==> src/gtr_map.svh <==
`ifndef GTR_MAP_SVH
`define GTR_MAP_SVH
// Register indices; byte address is four times the index
`define GTR_IDX_COUNT_VALUE   10'h20c
`define GTR_IDX_COUNT_HIGH    10'h20d
`define GTR_IDX_TIMER_CTRL    10'h20e
`define GTR_IDX_GATE_CTRL     10'h20f
`define GTR_IDX_GATE_SRC      10'h210
`define GTR_IDX_CLK_SRC       10'h211
`define GTR_IDX_EVENT_STATUS  10'h212
// Field positions
`define GTR_TC_PS_LSB         4
`define GTR_TC_SYNC           2
`define GTR_TC_WIDE           1
`define GTR_TC_RUN            0
`define GTR_GC_GE             7
`define GTR_GC_GATE_POLARITY           6
`define GTR_GC_GTM            5
`define GTR_GC_GATE_SINGLE_PULSE_MODE           4
`define GTR_GC_GO             3
`define GTR_GC_GATE_LEVEL_STATUS           2
`define GTR_ST_OVF            0
`define GTR_ST_GEVT           1
// Clock source codes
`define GTR_CS_PIN            5'h00
`define GTR_CS_INSTR          5'h01
`define GTR_CS_SYSTEM         5'h02
`define GTR_CS_FAST           5'h03
`define GTR_CS_SLOW           5'h04
`define GTR_CS_ONE_MHZ        5'h05
`define GTR_CS_MED_500K       5'h06
`define GTR_CS_MED_32K        5'h07
`define GTR_CS_SMALL_TIMER    5'h08
// Gate source codes
`define GTR_GS_PIN            5'h00
`define GTR_GS_SMALL_TIMER    5'h01
`define GTR_GS_PERIOD_TIMER   5'h02
`define GTR_GS_CAPCOMP_ONE    5'h03
`define GTR_GS_CAPCOMP_TWO    5'h04
`define GTR_GS_PWM_THREE      5'h05
`define GTR_GS_PWM_FOUR       5'h06
// Misc
`define GTR_INSTR_DIV_LAST    2'h3
`define GTR_COUNT_MAX         16'hffff
`define GTR_RESP_OKAY         2'h0
`define GTR_RESP_DECERR       2'h3
`endif

==> src/gtr_pkg.sv <==
package gtr_pkg;
  typedef struct packed {
    logic one_megahertz_oscillator;
    logic medium_internal_oscillator_32k;
    logic medium_internal_oscillator_500k;
    logic slow_internal_oscillator;
    logic fast_internal_oscillator;
    logic small_timer_output;
    logic pin;
  } gtr_clk_src_t;
  typedef struct packed {
    logic pulse_width_four_output;
    logic pulse_width_three_output;
    logic capcomp_two_output;
    logic capcomp_one_output;
    logic period_timer_output;
    logic small_timer_output;
    logic pin;
  } gtr_gate_src_t;
  typedef enum logic [0:0] {WR_IDLE, WR_RESP} gtr_wr_state_t;
  typedef enum logic [0:0] {RD_IDLE, RD_DATA} gtr_rd_state_t;
  typedef struct packed {
    logic [13:0]   sy1;
    logic [13:0]   sy2;
    logic [13:0]   sy3;
    logic [13:0]   lvl;
    logic [13:0]   lvl_d;
    logic          ext_edge_d;
    logic [1:0]    div4;
    logic [2:0]    pre;
    logic [15:0]   cnt;
    logic [7:0]    hbuf;
    logic [1:0]    prescale_ratio;
    logic          sync_off;
    logic          wide_access_enable;
    logic          run;
    logic          gate_function_enable;
    logic          gate_polarity;
    logic          gate_toggle_mode;
    logic          gate_single_pulse_mode;
    logic          pulse_acquire_flag;
    logic [4:0]    gate_input_choice;
    logic [4:0]    clock_choice;
    logic          gp_d;
    logic          tff;
    logic          gt_d;
    logic          sp_act;
    logic          gate_level_status_d;
    logic          overflow_flag;
    logic          gate_event_flag;
    gtr_wr_state_t wst;
    logic          aw_got;
    logic          w_got;
    logic [9:0]    waddr;
    logic [31:0]   wdata;
    logic [3:0]    wstrb;
    logic          awready;
    logic          wready;
    logic          bvalid;
    logic [1:0]    bresp;
    gtr_rd_state_t rst;
    logic          arready;
    logic          rvalid;
    logic [31:0]   rdata;
    logic [1:0]    rresp;
  } gtr_state_t;
endpackage

==> src/gtr_timer.sv <==
`timescale 1ns/100ps
`include "gtr_map.svh"
// What this block does
// - Prescale field divides count clock by 1, 2, 4 or 8 for codes 00-11.
// - System or instruction clock ignores the sync bit, counts directly.
// - Other sources: sync bit 0 resynchronizes count input, 1 passes it.
// - Wide access bit makes counter reads and writes one 16-bit operation.
// - With run set, gate enable lets the gate control counting.
// - Run set, gate enable clear: count every prescaled tick, ignore gate.
// - Gate polarity 1 counts while gate high, 0 while gate low.
// - Toggle mode routes gate through a flip-flop toggling on rising edges.
// - Single-pulse mode bit puts the gate under pulse acquisition control.
// - Clearing single-pulse mode clears the go/done bit in hardware.
// - Go/done reads 1 while armed and waiting, 0 when done or unstarted.
// - Read-only bit shows conditioned gate level, even with enable off.
// - Five-bit clock select picks count clock; 01001 and above reserved.
// - Five-bit gate select picks gate source; 00111 and above reserved.
// - Counter is readable and writable whole and as high and low bytes.
// - Power-on reset clears all selection, control fields and the counter.
// - Pulse trailing edge clears go/done; counting blocked until re-armed.
// - Counter wraps from maximum to zero and sets the overflow flag.
// - A gate level fall sets the gate-event flag, even with gate off.
module gtr_timer (
  // Clock and reset
  input  wire logic                   aclk,
  input  wire logic                   aresetn,
  // Count clock and gate sources
  input  wire gtr_pkg::gtr_clk_src_t  clk_sources,
  input  wire gtr_pkg::gtr_gate_src_t gate_sources,
  // AXI4-Lite write address and data
  input  wire logic                   awvalid,
  output logic                        awready,
  input  wire logic [11:0]            awaddr,
  input  wire logic [2:0]             awprot,
  input  wire logic                   wvalid,
  output logic                        wready,
  input  wire logic [31:0]            wdata,
  input  wire logic [3:0]             wstrb,
  // AXI4-Lite write response
  output logic                        bvalid,
  input  wire logic                   bready,
  output logic [1:0]                  bresp,
  // AXI4-Lite read
  input  wire logic                   arvalid,
  output logic                        arready,
  input  wire logic [11:0]            araddr,
  input  wire logic [2:0]             arprot,
  output logic                        rvalid,
  input  wire logic                   rready,
  output logic [31:0]                 rdata,
  output logic [1:0]                  rresp,
  // Timebase and event flags for neighbouring logic
  output logic [15:0]                 count_value,
  output logic                        overflow_flag,
  output logic                        gate_event_flag
);
  gtr_pkg::gtr_state_t s;
  gtr_pkg::gtr_state_t next_s;
  logic [13:0]         agreed;
  logic                ext_lvl;
  logic                ext_edge;
  logic                is_int;
  logic                raw_edge;
  logic [2:0]          ps_mask;
  logic                tick;
  logic                gate_raw;
  logic                gp;
  logic                gt;
  logic                gate_level_status;
  logic                inc;
  logic                wr_do;
  logic                wr_cnt;
  logic                rd_do;
  logic [31:0]         rd_val;
  logic                rd_hit;

  // Agreement filter: a source change counts once stages two and three agree
  genvar gi;
  generate
    for (gi = 0; gi < 14; gi++) begin : g_filt
      assign agreed[gi] = (s.sy2[gi] == s.sy3[gi]) ? s.sy3[gi] : s.lvl[gi];
    end
  endgenerate

  always_comb begin
    next_s   = s;
    // Three-stage capture of every outside source
    next_s.sy1   = {gate_sources, clk_sources};
    next_s.sy2   = s.sy1;
    next_s.sy3   = s.sy2;
    next_s.lvl   = agreed;
    next_s.lvl_d = s.lvl;
    next_s.div4  = s.div4 + 2'h1;

    // Count clock selection, reserved codes select nothing
    ext_lvl = 1'b0;
    is_int  = 1'b0;
    case (s.clock_choice)
      `GTR_CS_PIN:         ext_lvl = s.lvl[0];
      `GTR_CS_SMALL_TIMER: ext_lvl = s.lvl[1];
      `GTR_CS_FAST:        ext_lvl = s.lvl[2];
      `GTR_CS_SLOW:        ext_lvl = s.lvl[3];
      `GTR_CS_MED_500K:    ext_lvl = s.lvl[4];
      `GTR_CS_MED_32K:     ext_lvl = s.lvl[5];
      `GTR_CS_ONE_MHZ:     ext_lvl = s.lvl[6];
      `GTR_CS_INSTR,
      `GTR_CS_SYSTEM:      is_int = 1'b1;
      default:             ext_lvl = 1'b0;
    endcase
    ext_edge = 1'b0;
    if (s.clock_choice <= `GTR_CS_SMALL_TIMER && !is_int) begin
      ext_edge = ext_lvl & ~(s.lvl_d[s.clock_choice == `GTR_CS_PIN ? 0 :
        s.clock_choice == `GTR_CS_SMALL_TIMER ? 1 :
        s.clock_choice == `GTR_CS_FAST ? 2 :
        s.clock_choice == `GTR_CS_SLOW ? 3 :
        s.clock_choice == `GTR_CS_MED_500K ? 4 :
        s.clock_choice == `GTR_CS_MED_32K ? 5 : 6]);
    end
    next_s.ext_edge_d = ext_edge;
    // Resync costs one extra cycle of latency on the count edge
    if (s.clock_choice == `GTR_CS_SYSTEM)
      raw_edge = 1'b1;
    else if (s.clock_choice == `GTR_CS_INSTR)
      raw_edge = (s.div4 == `GTR_INSTR_DIV_LAST);
    else if (s.sync_off)
      raw_edge = ext_edge;
    else
      raw_edge = s.ext_edge_d;

    // Prescaler
    ps_mask = 3'((4'h1 << s.prescale_ratio) - 4'h1);
    tick    = raw_edge && ((s.pre & ps_mask) == ps_mask);
    if (raw_edge)
      next_s.pre = s.pre + 3'h1;

    // Gate conditioning
    case (s.gate_input_choice)
      `GTR_GS_PIN:          gate_raw = s.lvl[7];
      `GTR_GS_SMALL_TIMER:  gate_raw = s.lvl[8];
      `GTR_GS_PERIOD_TIMER: gate_raw = s.lvl[9];
      `GTR_GS_CAPCOMP_ONE:  gate_raw = s.lvl[10];
      `GTR_GS_CAPCOMP_TWO:  gate_raw = s.lvl[11];
      `GTR_GS_PWM_THREE:    gate_raw = s.lvl[12];
      `GTR_GS_PWM_FOUR:     gate_raw = s.lvl[13];
      default:              gate_raw = 1'b0;
    endcase
    gp          = s.gate_polarity ? gate_raw : ~gate_raw;
    next_s.gp_d = gp;
    next_s.tff  = s.gate_toggle_mode ? (s.tff ^ (gp & ~s.gp_d)) : 1'b0;
    gt          = s.gate_toggle_mode ? s.tff : gp;
    next_s.gt_d = gt;
    // Armed acquisition opens on a leading edge, closes on the trailing one
    next_s.sp_act = s.gate_single_pulse_mode && s.pulse_acquire_flag &&
                    (s.sp_act || (gt && !s.gt_d));
    gate_level_status = s.gate_single_pulse_mode ? (s.sp_act && gt) : gt;
    next_s.gate_level_status_d = gate_level_status;
    if (s.gate_single_pulse_mode && s.sp_act && !gt && s.gt_d)
      next_s.pulse_acquire_flag = 1'b0;
    if (s.gate_level_status_d && !gate_level_status)
      next_s.gate_event_flag = 1'b1;

    // Counting
    inc = s.run && tick && (!s.gate_function_enable || gate_level_status);
    if (inc) begin
      next_s.cnt = s.cnt + 16'h1;
      if (s.cnt == `GTR_COUNT_MAX)
        next_s.overflow_flag = 1'b1;
    end

    // AXI write: address and data captured in either order
    if (awvalid && s.awready) begin
      next_s.aw_got  = 1'b1;
      next_s.awready = 1'b0;
      next_s.waddr   = awaddr[11:2];
    end
    if (wvalid && s.wready) begin
      next_s.w_got  = 1'b1;
      next_s.wready = 1'b0;
      next_s.wdata  = wdata;
      next_s.wstrb  = wstrb;
    end
    wr_do  = (s.wst == gtr_pkg::WR_IDLE) && s.aw_got && s.w_got;
    wr_cnt = 1'b0;
    case (s.wst)
      gtr_pkg::WR_IDLE: begin
        if (wr_do) begin
          next_s.wst    = gtr_pkg::WR_RESP;
          next_s.aw_got = 1'b0;
          next_s.w_got  = 1'b0;
          next_s.bvalid = 1'b1;
          next_s.bresp  = `GTR_RESP_OKAY;
          case (s.waddr)
            `GTR_IDX_COUNT_VALUE: begin
              wr_cnt = s.wstrb[0] || s.wstrb[1];
              if (s.wstrb[0]) begin
                next_s.cnt[7:0] = s.wdata[7:0];
                if (s.wide_access_enable && !s.wstrb[1])
                  next_s.cnt[15:8] = s.hbuf;
              end
              if (s.wstrb[1])
                next_s.cnt[15:8] = s.wdata[15:8];
            end
            `GTR_IDX_COUNT_HIGH: begin
              if (s.wstrb[0] && s.wide_access_enable)
                next_s.hbuf = s.wdata[7:0];
              else if (s.wstrb[0]) begin
                next_s.cnt[15:8] = s.wdata[7:0];
                wr_cnt = 1'b1;
              end
            end
            `GTR_IDX_TIMER_CTRL: begin
              if (s.wstrb[0]) begin
                next_s.prescale_ratio     =
                  s.wdata[`GTR_TC_PS_LSB+1:`GTR_TC_PS_LSB];
                next_s.sync_off           = s.wdata[`GTR_TC_SYNC];
                next_s.wide_access_enable = s.wdata[`GTR_TC_WIDE];
                next_s.run                = s.wdata[`GTR_TC_RUN];
              end
            end
            `GTR_IDX_GATE_CTRL: begin
              if (s.wstrb[0]) begin
                next_s.gate_function_enable   = s.wdata[`GTR_GC_GE];
                next_s.gate_polarity          = s.wdata[`GTR_GC_GATE_POLARITY];
                next_s.gate_toggle_mode       = s.wdata[`GTR_GC_GTM];
                next_s.gate_single_pulse_mode = s.wdata[`GTR_GC_GATE_SINGLE_PULSE_MODE];
                next_s.pulse_acquire_flag     = s.wdata[`GTR_GC_GO];
              end
            end
            `GTR_IDX_GATE_SRC:
              if (s.wstrb[0])
                next_s.gate_input_choice = s.wdata[4:0];
            `GTR_IDX_CLK_SRC:
              if (s.wstrb[0])
                next_s.clock_choice = s.wdata[4:0];
            `GTR_IDX_EVENT_STATUS: begin
              // Write one to clear; a same-cycle event still sets
              if (s.wstrb[0] && s.wdata[`GTR_ST_OVF] &&
                  !(inc && s.cnt == `GTR_COUNT_MAX))
                next_s.overflow_flag = 1'b0;
              if (s.wstrb[0] && s.wdata[`GTR_ST_GEVT] &&
                  !(s.gate_level_status_d && !gate_level_status))
                next_s.gate_event_flag = 1'b0;
            end
            default: next_s.bresp = `GTR_RESP_DECERR;
          endcase
        end
      end
      gtr_pkg::WR_RESP: begin
        if (bready) begin
          next_s.wst     = gtr_pkg::WR_IDLE;
          next_s.bvalid  = 1'b0;
          next_s.awready = 1'b1;
          next_s.wready  = 1'b1;
        end
      end
      default: next_s.wst = gtr_pkg::WR_IDLE;
    endcase
    // Software write beats a count in the same cycle
    if (wr_cnt && inc && s.cnt == `GTR_COUNT_MAX && !s.overflow_flag)
      next_s.overflow_flag = 1'b1;
    // Go/done exists only inside single-pulse mode
    if (!next_s.gate_single_pulse_mode)
      next_s.pulse_acquire_flag = 1'b0;

    // AXI read
    rd_hit = 1'b1;
    case (araddr[11:2])
      `GTR_IDX_COUNT_VALUE:  rd_val = {16'h0, s.cnt};
      `GTR_IDX_COUNT_HIGH:
        rd_val = {24'h0, s.wide_access_enable ? s.hbuf : s.cnt[15:8]};
      `GTR_IDX_TIMER_CTRL:
        rd_val = {26'h0, s.prescale_ratio, 1'b0, s.sync_off,
                  s.wide_access_enable, s.run};
      `GTR_IDX_GATE_CTRL:
        rd_val = {24'h0, s.gate_function_enable, s.gate_polarity,
                  s.gate_toggle_mode, s.gate_single_pulse_mode,
                  s.pulse_acquire_flag, gate_level_status, 2'h0};
      `GTR_IDX_GATE_SRC:     rd_val = {27'h0, s.gate_input_choice};
      `GTR_IDX_CLK_SRC:      rd_val = {27'h0, s.clock_choice};
      `GTR_IDX_EVENT_STATUS:
        rd_val = {30'h0, s.gate_event_flag, s.overflow_flag};
      default: begin
        rd_val = 32'h0;
        rd_hit = 1'b0;
      end
    endcase
    rd_do = (s.rst == gtr_pkg::RD_IDLE) && arvalid && s.arready;
    case (s.rst)
      gtr_pkg::RD_IDLE: begin
        if (rd_do) begin
          next_s.rst     = gtr_pkg::RD_DATA;
          next_s.arready = 1'b0;
          next_s.rvalid  = 1'b1;
          next_s.rdata   = rd_val;
          next_s.rresp   = rd_hit ? `GTR_RESP_OKAY : `GTR_RESP_DECERR;
          if (araddr[11:2] == `GTR_IDX_COUNT_VALUE && s.wide_access_enable)
            next_s.hbuf = s.cnt[15:8];
        end
      end
      gtr_pkg::RD_DATA: begin
        if (rready) begin
          next_s.rst     = gtr_pkg::RD_IDLE;
          next_s.rvalid  = 1'b0;
          next_s.arready = 1'b1;
        end
      end
      default: next_s.rst = gtr_pkg::RD_IDLE;
    endcase
  end

  always_ff @(posedge aclk) begin
    if (!aresetn) begin
      s         <= '0;
      s.awready <= 1'b1;
      s.wready  <= 1'b1;
      s.arready <= 1'b1;
    end else begin
      s <= next_s;
    end
  end

  assign awready         = s.awready;
  assign wready          = s.wready;
  assign bvalid          = s.bvalid;
  assign bresp           = s.bresp;
  assign arready         = s.arready;
  assign rvalid          = s.rvalid;
  assign rdata           = s.rdata;
  assign rresp           = s.rresp;
  assign count_value     = s.cnt;
  assign overflow_flag   = s.overflow_flag;
  assign gate_event_flag = s.gate_event_flag;
endmodule

==> config.mk <==
export PLATFORM = sky130hd
export DESIGN_NAME = gtr_timer
export DESIGN_NICKNAME = d
export VERILOG_FILES = /design/src/gtr_pkg.sv /design/src/gtr_timer.sv
export VERILOG_INCLUDE_DIRS = /design/src /design/src/src
export SDC_FILE = /design/constraint.sdc
export NUM_CORES = 1
export LEC_CHECK = 0
export ABC_AREA = 1
export BUFFER_PORTS_ARGS = -buffer_cell sky130_fd_sc_hd__buf_2
export CAP_MARGIN = 10
export CORE_ASPECT_RATIO = 1.25
export CORE_MARGIN = 4
export CORE_UTILIZATION = 50
export DETAILED_ROUTE_END_ITERATION = 16
export PLACE_DENSITY_LB_ADDON = 0.2
export SLEW_MARGIN = 20
export SYNTH_ARGS = -nofsm -noshare
export SYNTH_HDL_FRONTEND = slang
export SYNTH_SLANG_ARGS = --single-unit
==> constraint.sdc <==
create_clock -name aclk -period 2.4 [get_ports aclk]
set_input_delay 0.12 -clock aclk [delete_from_list [all_inputs] [get_ports aclk]]
set_output_delay 0.12 -clock aclk [all_outputs]
set_load 0.03 [all_outputs]
# --- Yosys cells after proc, flatten, opt, wreduce, memory -nomap -nowiden ---
# Cells that the tools add are included.
word_totals:
  wordCells: 253
  register_bits: 200
  out_inout_bits: 59
  mem_count: 0
  inputBits: 87
  romBits: 0
  ram_bits: 0
  latch_bits: 0
classes:
  n_lt_le_gt_ge: 2
  n_eq_ne: 49
  mul: 0
  n_reduce_logical: 56
  div: 0
  add_sub_neg: 4
  mux: 76
  shifts: 1
  bitwise_logic: 9
op_table:
  columns: ["operator", "count"]
  rows:
  - ["== test 10 bit (second input constant)", 14]
  - ["one-hot mux 16 bit (7 select lines)", 1]
  - ["2-to-1 mux 44 bit", 2]
  - ["2-to-1 mux 8 bit", 11]
  - ["2-to-1 mux 5 bit", 9]
  - ["2-to-1 mux 37 bit", 1]
  - ["== test 5 x 3 -> 1 bit (second input constant)", 7]
  - ["2-to-1 mux 16 bit", 2]
  - ["logical AND 1 bit", 29]
  - ["2-to-1 mux 1 bit", 27]
  - ["2-to-1 mux 3 bit", 7]
  - ["== test 5 x 2 -> 1 bit (second input constant)", 4]
  - ["adder 16 x 1 -> 16 bit (second input constant)", 1]
  - ["== test 16 bit (second input constant)", 1]
  - ["2-to-1 mux 2 bit", 8]
  - ["one-hot mux 8 bit (2 select lines)", 1]
  - ["AND reduction 4 bit", 4]
  - ["== test 1 bit", 14]
  - ["one-hot mux 1 bit (7 select lines)", 2]
  - ["OR reduction 7 bit", 2]
  - ["AND reduction 2 bit", 6]
  - ["== test 5 x 1 -> 1 bit (second input constant)", 2]
  - ["logical NOT 5 bit", 2]
  - ["logical NOT 1 bit", 9]
  - ["19 further kinds", 31]

# --- Depth between registers and ports, before layout ---
# Gate-level depths: netlist of run 1.
logic_depth:
  word_depth: 29
  depth_mapped: 21
  mapped_depth_nobuf: 20

# --- Worst setup path before layout of run 1 ---
# OpenSTA, ideal clock, no wires.
synth_path:
  kind: "reg2reg"
  start: "register, netlist name arready"
  end: "register s[118] (netlist name)"
  stages_incl_launch_ff: 9
  required_ns: 2.314
  setup_ns: 0.086
  period_less_slack_ns: 2.052
  n_path_buf: 0
  arrival_time_ns: 1.966
  slack_ns: 0.348
  cell_sequence: "dfxtp_1 nand2_1 nor2_1 clkinv_1 nor3_4 inv_1 o21ai_0 a21oi_1 a211oi_1"
synth_between:
  elab_chain_cells: 3
synth_rtl:
  columns: ["element", "line_no", "rtl"]
  rows:
  - ["logical AND 1 bit", "gtr_timer.sv:287", "rd_do = (s.rst == gtr_pkg::RD_IDLE) && arvalid && s.arready;"]
  - ["2-to-1 mux 8 bit", "gtr_timer.sv:290", "if (rd_do) begin"]
  - ["2-to-1 mux 8 bit", "gtr_timer.sv:288", "case (s.rst)"]
  - ["end signal: assignment", "gtr_timer.sv:318", "s <= next_s;"]
  - ["end: declaration", "gtr_timer.sv:57", "gtr_pkg::gtr_state_t s;"]
# Every way passes these cells.
# A chain may end at the register's enable or synchronous reset.

# --- Worst setup path in the final report of run 1 ---
layout_path:
  start: "register s[101] (netlist name)"
  end: "register s (netlist bit count_value[11])"
layout_between:
  elab_chain_cells: 26
  elab_cells_between_ends: 42
  cone_classes: "order compare (1); eq/ne (8); mux (24); bitwise (2); reduce/logical (7)"
layout_rtl:
  columns: ["element", "line_no", "rtl"]
  rows:
  - ["== test 5 x 3 -> 1 bit", "gtr_timer.sv:98", "case (s.clock_choice)"]
  - ["2-to-1 mux 2 bit", "gtr_timer.sv:117", "s.clock_choice == `GTR_CS_MED_32K ? 5 : 6]);"]
  - ["2-to-1 mux 2 bit", "gtr_timer.sv:116", "s.clock_choice == `GTR_CS_MED_500K ? 4 :"]
  - ["2-to-1 mux 3 bit", "gtr_timer.sv:115", "s.clock_choice == `GTR_CS_SLOW ? 3 :"]
  - ["2-to-1 mux 3 bit", "gtr_timer.sv:114", "s.clock_choice == `GTR_CS_FAST ? 2 :"]
  - ["2-to-1 mux 3 bit", "gtr_timer.sv:113", "s.clock_choice == `GTR_CS_SMALL_TIMER ? 1 :"]
  - ["2-to-1 mux 3 bit", "gtr_timer.sv:112", "ext_edge = ext_lvl & ~(s.lvl_d[s.clock_choice == `GTR_CS_PIN ? 0 :"]
  - ["binary-select mux 1 bit (select 4 bit)", "gtr_timer.sv:112", null]
  - ["[9 not listed]", null, null]
  - ["logical AND 1 bit * (2 in a row)", "gtr_timer.sv:163", "inc = s.run && tick && (!s.gate_function_enable || gate_level_status);"]
  - ["2-to-1 mux 16 bit *", "gtr_timer.sv:164", "if (inc) begin"]
  - ["2-to-1 mux 8 bit", "gtr_timer.sv:197", "if (s.wide_access_enable && !s.wstrb[1])"]
  - ["2-to-1 mux 16 bit", "gtr_timer.sv:195", "if (s.wstrb[0]) begin"]
  - ["2-to-1 mux 8 bit", "gtr_timer.sv:200", "if (s.wstrb[1])"]
  - ["one-hot mux 8 bit (2 select lines)", "gtr_timer.sv:192", "case (s.waddr)"]
  - ["2-to-1 mux 44 bit", "gtr_timer.sv:186", "if (wr_do) begin"]
  - ["2-to-1 mux 44 bit *", "gtr_timer.sv:184", "case (s.wst)"]
# Mark *: on every way between the ends. The rest lies on a longest branch, timed or not. The select of a mux whose other input is x is not followed.

==> qor_table.md, run 1 <==
| Parameter | Reported |
| --- | --- |
| Area of the multi-input gates | 3600 µm² |
| Most used cells in the layout excluding fill and tap cells | 209 x sky130_fd_sc_hd__nand2_1, 185 x sky130_fd_sc_hd__inv_1, 169 x sky130_fd_sc_hd__dfxtp_1, 119 x sky130_fd_sc_hd__nor2_1, 100 x sky130_fd_sc_hd__buf_2 |
| Area of the die | 18540 µm² |
| Worst Path Arrival | 2.58 ns |
| Global-route wire length before repair | 34870 µm |
| Clock tree from TritonCTS | built |
| Reg area | 3545 µm² |
| Syn Std Cell Area | 8208 µm² |
| Final hold violation count | 0 |
| Detailed Route Iter0 Violations | 482 |
| Biggest fanout along the worst timing path | 7 |
| Top Family by Delay on Critical Path | simple AND/OR/NAND/NOR gates |
| Final RePlAce weighted congestion | 0.8930 |
| I/O pin count | 146 |
| Fillers | 1484 |
| Total buffers and inverters traversed by the critical path | 1 |
| Final-report max-slew violation count | 0 |
| Largest incremental delay on the critical path | 0.37 ns |
| Vias in the first global route | 7099 |
| Aggregate routed wire length | 21830 µm |
| Clock period minus worst slack | 2.242 ns |
| Synthesized-area fraction occupied by ao, oa, aoi and oai cells | 0.1674 |
| Placement-stage worst setup slack | 0.05486 ns |
| Final critical-path share of the clock period | 0.9342 |
| Final non-filler cell total | 1523 |
| Final Net Count | 1384 |
| Residual DRC count | 0 |
| Initial cell density of the core | 0.5087 |
| Half-perimeter wire length after detailed placement | 15660 µm |
| Max stage delay cell, worst path | sky130_fd_sc_hd__dfxtp_4 |
| Critical path data required time | 2.73 ns |
| Total power | 6528 µW |
| Critical path cell sequence | nor2_1 -> nand3_4 -> nand3_4 -> nand2_2 -> nand3_1 -> nand2_1 -> nand2_1 -> nand3_2 -> nand2_1 -> nand2_2 -> nand2_4 -> buf_6 -> nand3_1 -> nand3_1 -> nand2_1 -> nand2_1 -> nand2_1 -> nand2_1 -> nand2_1 |
| Fraction of post-synthesis cell area in the top cell type by area | 0.4293 |
| Instance count on the critical path | 19 |
| Hold path cells | 3 |
| Combinational family with the most area after synthesis | simple AND/OR/NAND/NOR gates |
| Antenna diode count | 0 |
| Overall track demand over capacity in global routing | 0.2399 |
| Highest attainable clock frequency | 446.0 MHz |
| TNS Setup | 0 ns |
| Leakage Power | 0.004863 µW |
| Largest cells by area after synthesis | sky130_fd_sc_hd__dfxtp_1 43%, sky130_fd_sc_hd__nand2_1 9.7%, sky130_fd_sc_hd__inv_1 8.5% |
| Clock Path Buffers | 2 |
| Layout Area Growth over Synthesis | 22.41% |
| Share of synthesized area occupied by flip-flops and latches | 0.4293 |
| DIE WIDTH | 122.6 µm |
| Yosys warning count | 0 |
| Most common cell on crit path | sky130_fd_sc_hd__nand2_1 |
| Hold WC Path Type | input port to flop |
| Via-per-instance ratio | 5.062 |
| Adder-cell share of the synthesized area | 0.004573 |
| Source-to-sink clock delay at the later pin of the worst-skew pair | 0.43 ns |
| Worst VDD drop | 397.2 µV |
| Number of different library cells in the post-synthesis netlist | 42 |
| Die height | 151.2 µm |
| Deepest level of the CTS H-tree | 4 |
| Worst R2R Path Depth | 19 |
| Start-to-end type of the worst setup path | flop to flop |
| Number of synthesized register bits | 176 |
| Instance count of the mapped netlist | 1155 |
| # setup viols final | 0 |
| Port-buffer cells | 101 |
| Congestion Overflow GR | 0 |
| Number of maximum-capacitance constraint violations | 0 |
| Vias | 7709 |
| Average footprint of a synthesized cell | 7.106 µm² |
| Proportion of layout cells with a drive suffix above 1 | 0.1699 |
| Wirelength per Cell | 14.33 µm |
| CTS root buffer | sky130_fd_sc_hd__clkbuf_16 |
| Setup slack of the critical path after layout | 0.1578 ns |
| Run status | completed |
| Cell taking the most area after synthesis | sky130_fd_sc_hd__dfxtp_1 |
| Power per Cell Area | 649.7 nW/µm² |
| Antenna violation net count after detailed routing | 0 |
| Number of antenna violations at the first check in global routing | 0 |
| Mux contribution to synthesized area | 0 |
| Clock transition time at the flip-flop clock pins of the worst setup and hold paths | 0.07 ns |
| Worst-case hold slack | 0.02204 ns |
| FP Rows | 52 |
| Startpoint type of the worst setup path | flop |
| Xor-xnor portion of the synthesized cell area | 0.009604 |
| Kind of capture point of the worst setup path | flop |
| Pre-antenna DRT Iters | 6 |
| Core region area | 16140 µm² |
| TritonCTS Buffers | 17 |
| Sinks on the clock net | 176 |
| Most common library cell in the layout ignoring fill and taps | sky130_fd_sc_hd__nand2_1 |
| Max-slew headroom | 0.6121 |
| # placed instances | 1438 |
| Post-Route Skew | 0.006990 ns |
| Maximum number of pins on one net before global-route repair | 50 |
| Slew at the pin closest to its max-slew limit | 0.5774 ns |
| Simple logic cell fraction of the synthesized area | 0.2375 |
-- state kept, by name (all words and copies together), names as in the netlist --
signal and count:
arready 1, awready 1, bresp 1, bvalid 1, count_value 16, gate_event_flag 1, next_s 42, overflow_flag 1
rdata 16, rresp 1, rvalid 1, s 93, wready 1
-- worst min-delay path, stage by stage --
cell and delay [ns]:
sky130_fd_sc_hd__buf_2 0.09, sky130_fd_sc_hd__o21ai_0 0.08, sky130_fd_sc_hd__a21oi_1 0.12
-- power breakdown --
part	total [µW]	leakage, µW	internal, µW	switching (µW)
registers	3080	0.00144	3020	61.9
clock network	2920	0.000304	1680	1240
logic	528	0.00312	186	342
-- metal layers --
layer  global-route usage  vias to the layer above  routed length [µm]
met5                    0                        -                   0
met2               0.4118                      274               10560
met1               0.2907                     3444                9173
met4               0.1059                        0                 822
li1                     -                     3929                   -
met3              0.04632                       62                1275
-- worst paths after layout --
path                            slack, ns         from              end
worst max-delay path                 0.16       s[101]  count_value[11]
worst min-delay path                 0.02     wdata[1]            s[47]
worst max register to register       0.16       s[101]  count_value[11]
worst min register to register       0.41  next_s[199]      next_s[185]
-- synthesized netlist by cell type --
cell,instances
sky130_fd_sc_hd__nand2_4,7
sky130_fd_sc_hd__inv_2,2
sky130_fd_sc_hd__nor2_1,122
sky130_fd_sc_hd__a31oi_1,2
sky130_fd_sc_hd__nor3_1,18
sky130_fd_sc_hd__nand2_2,2
sky130_fd_sc_hd__a21oi_1,81
sky130_fd_sc_hd__a211oi_1,21
sky130_fd_sc_hd__o31ai_1,3
sky130_fd_sc_hd__nand3_2,4
sky130_fd_sc_hd__inv_1,186
sky130_fd_sc_hd__nand3_1,60
sky130_fd_sc_hd__a41oi_1,1
sky130_fd_sc_hd__clkbuf_1,23
sky130_fd_sc_hd__ha_1,3
sky130_fd_sc_hd__a221oi_1,1
sky130_fd_sc_hd__o41ai_1,1
sky130_fd_sc_hd__nand2_1,213
sky130_fd_sc_hd__or2_2,2
sky130_fd_sc_hd__o21bai_1,9
sky130_fd_sc_hd__nor2_2,3
sky130_fd_sc_hd__nand4_1,13
sky130_fd_sc_hd__buf_2,1
sky130_fd_sc_hd__o22ai_1,7
sky130_fd_sc_hd__o211ai_1,13
sky130_fd_sc_hd__xor2_1,9
sky130_fd_sc_hd__clkinv_2,1
sky130_fd_sc_hd__o21ai_1,6
sky130_fd_sc_hd__a21oi_4,1
sky130_fd_sc_hd__nor4_1,4
sky130_fd_sc_hd__buf_4,53
sky130_fd_sc_hd__o2111ai_1,5
sky130_fd_sc_hd__and2_1,1
sky130_fd_sc_hd__buf_1,4
sky130_fd_sc_hd__a32o_1,1
sky130_fd_sc_hd__nor3_2,1
sky130_fd_sc_hd__clkinv_1,4
sky130_fd_sc_hd__o21ai_0,88
sky130_fd_sc_hd__conb_1,1
sky130_fd_sc_hd__dfxtp_1,176
sky130_fd_sc_hd__nor3_4,1
sky130_fd_sc_hd__buf_6,1
-- repair_timing --
action,in CTS,in global routing
resized for setup,0,39
setup endpoints to repair,0,15
buffers inserted,0,11
hold buffers,42,0
hold endpoints to repair,40,0
-- final cells by class --
type,count,share of cell area
clock inverter,14,0.01943
sequential,176,0.3528
timing repair buffer,187,0.1273
clock buffer,18,0.04272
multi-input combinational,719,0.3583
inverter,193,0.07260
tap,216,0.02690
-- cell families after synthesis --
family,after synthesis
flops,176
simple gates,451
buf+inv,275
xor+xnor,9
other cells,1
fa+ha+maj,3
compound gates,240
-- through the flow --
| step | util | instance area [µm²] |
|---|---|---|
| 6_report | 0.6227 | 10050 |
| 5_1_grt | 0.6227 | 10050 |
| 4_1_cts | 0.6086 | 9819 |
| 3_3_place_gp | 0.5438 | 8775 |
| 3_5_place_dp | 0.5438 | 8775 |
| 2_1_floorplan | - | 8264 |
Note: power is estimated with default switching activity, not from simulation.
==> run 2, diff against run 1 <==
- REMOVE_ABC_BUFFERS: not set -> 1
==> run 2 against run 1 <==
Net effect: sequential cell count did not move; largest power group unchanged; highest routed layer unchanged; largest cell class is now sequential cells; critical path type unchanged; design area fell by 1.1%; sequential share of layout area increased by 0.36 points; core utilization shrank 0.67 points.
==> qor_table.md, run 2 (synthesis gave the netlist of run 1 again) <==
| Parameter | Reported |
| --- | --- |
| Highest attainable clock frequency | 455.1 MHz |
| Via-per-instance ratio | 4.988 |
| Aggregate routed wire length | 21120 µm |
| Initial cell density of the core | 0.5087 |
| Final critical-path share of the clock period | 0.9155 |
| Fillers | 1578 |
| TNS Setup | 0 ns |
| Deepest level of the CTS H-tree | 4 |
| Clock transition time at the flip-flop clock pins of the worst setup and hold paths | 0.07 ns |
| Final Net Count | 1378 |
| Run status | completed |
| Source-to-sink clock delay at the later pin of the worst-skew pair | 0.43 ns |
| Worst r2r src | s[100] |
| Vias | 7567 |
| Start-to-end type of the worst setup path | flop to flop |
| DIE WIDTH | 122.6 µm |
| Power per Cell Area | 651.9 nW/µm² |
| Placement-stage worst setup slack | 0.07361 ns |
| TritonCTS Buffers | 17 |
| Clock tree from TritonCTS | built |
| Residual DRC count | 0 |
| Worst R2R Path Depth | 19 |
| Slew at the pin closest to its max-slew limit | 0.5939 ns |
| Congestion Overflow GR | 0 |
| Final-report max-slew violation count | 0 |
| Clock period minus worst slack | 2.197 ns |
| Area of the die | 18540 µm² |
| Most used cells in the layout excluding fill and tap cells | 213 x sky130_fd_sc_hd__nand2_1, 184 x sky130_fd_sc_hd__inv_1, 169 x sky130_fd_sc_hd__dfxtp_1, 119 x sky130_fd_sc_hd__nor2_1, 100 x sky130_fd_sc_hd__buf_2 |
| Hold path cells | 3 |
| Number of antenna violations at the first check in global routing | 0 |
| Final RePlAce weighted congestion | 0.9129 |
| Maximum number of pins on one net before global-route repair | 31 |
| Wirelength per Cell | 13.92 µm |
| Clock Path Buffers | 2 |
| Antenna violation net count after detailed routing | 0 |
| Sinks on the clock net | 176 |
| Biggest fanout along the worst timing path | 8 |
| Post-Route Skew | 0.008101 ns |
| Final hold violation count | 0 |
| Worst VDD drop | 485.3 µV |
| Half-perimeter wire length after detailed placement | 15520 µm |
| Most common library cell in the layout ignoring fill and taps | sky130_fd_sc_hd__nand2_1 |
| I/O pin count | 146 |
| RSZ-0062 raised after global routing | yes |
| Port-buffer cells | 101 |
| Postcts setup bufs | 0 |
| Setup slack of the most critical reg-to-reg path | 0.20 ns |
| Hold worst-path end | s[42] |
| Critical path data required time | 2.73 ns |
| Kind of capture point of the worst setup path | flop |
| Max-slew headroom | 0.6010 |
| Proportion of layout cells with a drive suffix above 1 | 0.1599 |
| Number of maximum-capacitance constraint violations | 0 |
| CTS root buffer | sky130_fd_sc_hd__clkbuf_16 |
| Setup slack of the critical path after layout | 0.2027 ns |
| Detailed Route Iter0 Violations | 501 |
| Worst Hold Launch | wstrb[0] |
| # setup viols final | 0 |
| Worst Path Arrival | 2.52 ns |
| Antenna diode count | 0 |
| Biggest register | s |
| Overall track demand over capacity in global routing | 0.2314 |
| Leakage Power | 0.004850 µW |
| Global-route wire length before repair | 33820 µm |
| Layout Area Growth over Synthesis | 21.08% |
| Startpoint type of the worst setup path | flop |
| Die height | 151.2 µm |
| Vias in the first global route | 7029 |
| FP Rows | 52 |
| Max reg flops | 93 |
| Core region area | 16140 µm² |
| Hold WC Path Type | input port to flop |
| FF-to-FF End | count_value[10] |
| Pre-antenna DRT Iters | 6 |
[run 2: worst max path at each step]
stage / to / cells after the start / start / slack, ns
3_3_place_gp: count_value[11] / 20 / s[100] / 0.09
6_report: count_value[10] / 19 / s[100] / 0.20
5_1_grt: count_value[10] / 19 / s[100] / -0.007
4_1_cts: count_value[11] / 20 / s[101] / 0.04
2_1_floorplan: s[118] / 8 / arready / -0.42
3_5_place_dp: count_value[12] / 20 / s[101] / 0.07
[run 2: power breakdown]
| group | internal (µW) | total, µW | switching, µW |
|---|---|---|---|
| Combinational | 191 | 529 | 338 |
| Clock | 1600 | 2870 | 1270 |
| Sequential | 3020 | 3080 | 64.3 |
[run 2: worst max-delay path: stages (launching register included)]
cell and delay (ns):
sky130_fd_sc_hd__dfxtp_4 0.38, sky130_fd_sc_hd__inv_2 0.06, sky130_fd_sc_hd__nor2_2 0.11, sky130_fd_sc_hd__nand3_2 0.15, sky130_fd_sc_hd__nand3_2 0.14, sky130_fd_sc_hd__nand2_1 0.06, sky130_fd_sc_hd__nand3_1 0.07, sky130_fd_sc_hd__nand2_1 0.06
sky130_fd_sc_hd__nand2_1 0.06, sky130_fd_sc_hd__nand3_1 0.10, sky130_fd_sc_hd__nand2_1 0.09, sky130_fd_sc_hd__nand2_2 0.08, sky130_fd_sc_hd__nand2_4 0.10, sky130_fd_sc_hd__nand2_4 0.07, sky130_fd_sc_hd__clkinv_2 0.11, sky130_fd_sc_hd__nand2_2 0.08
sky130_fd_sc_hd__nor2_2 0.13, sky130_fd_sc_hd__nand3_1 0.09, sky130_fd_sc_hd__nand3_1 0.09, sky130_fd_sc_hd__nand2_1 0.06
[run 2: metal layers]
layer	vias to the layer above	wire (µm)	global-route usage
li1	3924	-	-
met1	3364	8722	0.2742
met2	217	10440	0.4011
met3	62	1167	0.04856
met4	0	785	0.1036
met5	-	0	0
[run 2: timing repair]
item | 4_1_cts | 5_1_grt
hold buffers | 44 | 0
hold endpoints to repair | 43 | 0
gates resized for setup | 0 | 24
endpoints found under the setup margin | 0 | 16
[run 2: final cells by class]
type | count | area, µm² | share of cell area
Clock buffer | 18 | 429.2 | 0.04318
Clock inverter | 14 | 193.9 | 0.01951
Inverter | 193 | 728.2 | 0.07327
Multi-Input combinational cell | 719 | 3540 | 0.3562
Sequential cell | 176 | 3542 | 0.3564
Tap cell | 216 | 270.3 | 0.02719
Timing Repair Buffer | 181 | 1235 | 0.1243
[run 2: stage by stage]
stage                     hold WS, ns  area (µm²)  instances  power (µW)    util
after floorplan                0.2135        7749       1088        3423       -
after global placement         0.2989        8810       1441        3616  0.5460
after detailed placement       0.3045        8810       1441        3624  0.5460
after CTS                     0.01726        9873       1517        6546  0.6119
after global routing          0.01153        9938       1517        6732  0.6159
final                        0.001689        9938       1517        6479  0.6159
==> run 3, diff against run 2 <==
- MAX_ROUTING_LAYER: not set -> met4
==> run 3 against run 2 <==
Net effect: sequential share of layout area shrank 0.52 points; count of clock-buffer cells in the layout is the same; sequential power is essentially flat; die area is the same; wire length grew 0.45%; power grew 0.24%; via count grew 0.98%; design area grew 1.5%; critical path depth is the same; combinational power grew 0.9%; clock skew grew 0.0030 ns; first-iteration DRC count shrank 17%; critical path type unchanged.
==> qor_table.md, run 3 (synthesis gave the netlist of run 1 again) <==
| Parameter | Reported |
| --- | --- |
| Global-route wire length before repair | 34460 µm |
| Pre-antenna DRT Iters | 5 |
| Most used cells in the layout excluding fill and tap cells | 212 x sky130_fd_sc_hd__nand2_1, 184 x sky130_fd_sc_hd__inv_1, 169 x sky130_fd_sc_hd__dfxtp_1, 118 x sky130_fd_sc_hd__nor2_1, 100 x sky130_fd_sc_hd__buf_2 |
| Post-Route Skew | 0.01107 ns |
| Worst Path Arrival | 2.58 ns |
| Die height | 151.2 µm |
| Run status | completed |
| Placement-stage worst setup slack | 0.07326 ns |
| Aggregate routed wire length | 21210 µm |
| Max reg flops | 93 |
| # placed instances | 1441 |
| Vias | 7641 |
| Critical path data required time | 2.79 ns |
| Overall track demand over capacity in global routing | 0.2440 |
| Clock transition time at the flip-flop clock pins of the worst setup and hold paths | 0.07 ns |
| Maximum number of pins on one net before global-route repair | 31 |
| Total placed instance area | 8822 µm² |
| DIE WIDTH | 122.6 µm |
| Max-slew headroom | 0.5867 |
| FP Rows | 52 |
| Congestion Overflow GR | 0 |
| Kind of capture point of the worst setup path | flop |
| Final non-filler cell total | 1527 |
| Sinks on the clock net | 176 |
| CTS root buffer | sky130_fd_sc_hd__clkbuf_16 |
| Final-report max-slew violation count | 0 |
| Port-buffer cells | 101 |
| Final Net Count | 1388 |
| Finished layout cell area | 10090 µm² |
| Initial cell density of the core | 0.5087 |
| Proportion of layout cells with a drive suffix above 1 | 0.1670 |
| Number of maximum-capacitance constraint violations | 0 |
| Clock period minus worst slack | 2.191 ns |
| Final RePlAce weighted congestion | 0.9389 |
| Number of antenna violations at the first check in global routing | 0 |
| Antenna diode count | 0 |
| Wirelength per Cell | 13.89 µm |
| Antenna violation net count after detailed routing | 0 |
| Residual DRC count | 0 |
| Final hold violation count | 0 |
| Total power | 6495 µW |
| Biggest fanout along the worst timing path | 6 |
| Highest attainable clock frequency | 456.3 MHz |
| Half-perimeter wire length after detailed placement | 15560 µm |
| Deepest level of the CTS H-tree | 4 |
| Worst VDD drop | 595.3 µV |
| Slew at the pin closest to its max-slew limit | 0.6152 ns |
| Leakage Power | 0.004919 µW |
| Core region area | 16140 µm² |
| # setup viols final | 0 |
| Source-to-sink clock delay at the later pin of the worst-skew pair | 0.44 ns |
| Startpoint type of the worst setup path | flop |
| Start-to-end type of the worst setup path | flop to flop |
| Clock tree from TritonCTS | built |
| Via-per-instance ratio | 5.004 |
| Detailed Route Iter0 Violations | 416 |
| TritonCTS Buffers | 17 |
| Fillers | 1571 |
| Clock Path Buffers | 2 |
| Setup slack of the critical path after layout | 0.2086 ns |
| I/O pin count | 146 |
| Power per Cell Area | 643.5 nW/µm² |
| Layout Area Growth over Synthesis | 22.96% |
| Area of the die | 18540 µm² |
| Most common library cell in the layout ignoring fill and taps | sky130_fd_sc_hd__nand2_1 |
| Biggest register | s |
| Vias in the first global route | 7157 |
| Hold WC Path Type | input port to flop |
| Final critical-path share of the clock period | 0.9131 |
## run 3: changes by cell type in the layout (fill, tap and decap cells not counted), sizes merged
cell,previous run,this run
bufinv,2,1
inv,195,198
dlygate4sd3,44,46
clkbuf,18,19
clkinv,10,8
buf,137,144
## run 3: critical path, cell delays in order (launching register included)
cell	delay, ns
sky130_fd_sc_hd__dfxtp_4	0.37
sky130_fd_sc_hd__inv_1	0.12
sky130_fd_sc_hd__nand4_1	0.19
sky130_fd_sc_hd__buf_4	0.19
sky130_fd_sc_hd__nor2_1	0.07
sky130_fd_sc_hd__a21oi_1	0.08
sky130_fd_sc_hd__nand2_1	0.08
sky130_fd_sc_hd__nand3_2	0.09
sky130_fd_sc_hd__nand2_1	0.08
sky130_fd_sc_hd__nand2_2	0.08
sky130_fd_sc_hd__nand2_4	0.10
sky130_fd_sc_hd__nand2_4	0.09
sky130_fd_sc_hd__buf_12	0.16
sky130_fd_sc_hd__nand2_1	0.09
sky130_fd_sc_hd__nand3_1	0.08
sky130_fd_sc_hd__nand2_1	0.07
sky130_fd_sc_hd__nand2_1	0.05
sky130_fd_sc_hd__nand2_1	0.05
sky130_fd_sc_hd__nand2_1	0.05
sky130_fd_sc_hd__nand2_1	0.07
## run 3: timing repair
action / 4_1_cts / 5_1_grt
resized for setup: 0 / 33
hold buffers: 46 / 0
hold endpoints to repair: 45 / 0
endpoints found under the setup margin: 0 / 18
setup buffers: 0 / 7
## run 3: path summary, 6_finish.rpt
check	startpoint	endpoint	slack (ns)	depth (start not counted)
worst min-delay path	bready	s[90]	0.03	4
worst min register to register	next_s[201]	next_s[187]	0.41	2
worst max-delay path	s[99]	count_value[8]	0.21	19
worst max register to register	s[99]	count_value[8]	0.21	19
## run 3: final cells by class
class | instances | area (µm²) | area share
tap | 216 | 270.3 | 0.02678
sequential | 176 | 3545 | 0.3512
timing repair buffer | 191 | 1345 | 0.1333
inverter | 193 | 729.5 | 0.07228
clock buffer | 18 | 439.2 | 0.04352
clock inverter | 14 | 186.4 | 0.01847
multi-input combinational | 719 | 3577 | 0.3544
## run 3: power breakdown
group	leakage, µW	internal (µW)	switching, µW	total (µW)
registers	0.00144	3020	63.8	3080
clock network	0.000309	1540	1340	2880
logic	0.00317	194	340	534
## run 3: through the flow
stage / util / setup TNS, ns / hold slack (ns)
detailed placement: 0.5468 / 0 / 0.3045
global placement: 0.5468 / 0 / 0.3003
global route: 0.6255 / -0.01703 / 0.04474
CTS: 0.6141 / 0 / 0.01228
finish: 0.6255 / 0 / 0.02812
floorplan: - / -3.367 / 0.2135
## run 3: metal layers
layer	up-vias	wire [µm]	track usage	part of all wire
met5	-	0	-	0
met3	56	1200	0.04520	0.057
met1	3434	8781	0.2825	0.41
met4	0	632	0.09356	0.030
li1	3936	-	-	-
met2	215	10600	0.4193	0.50
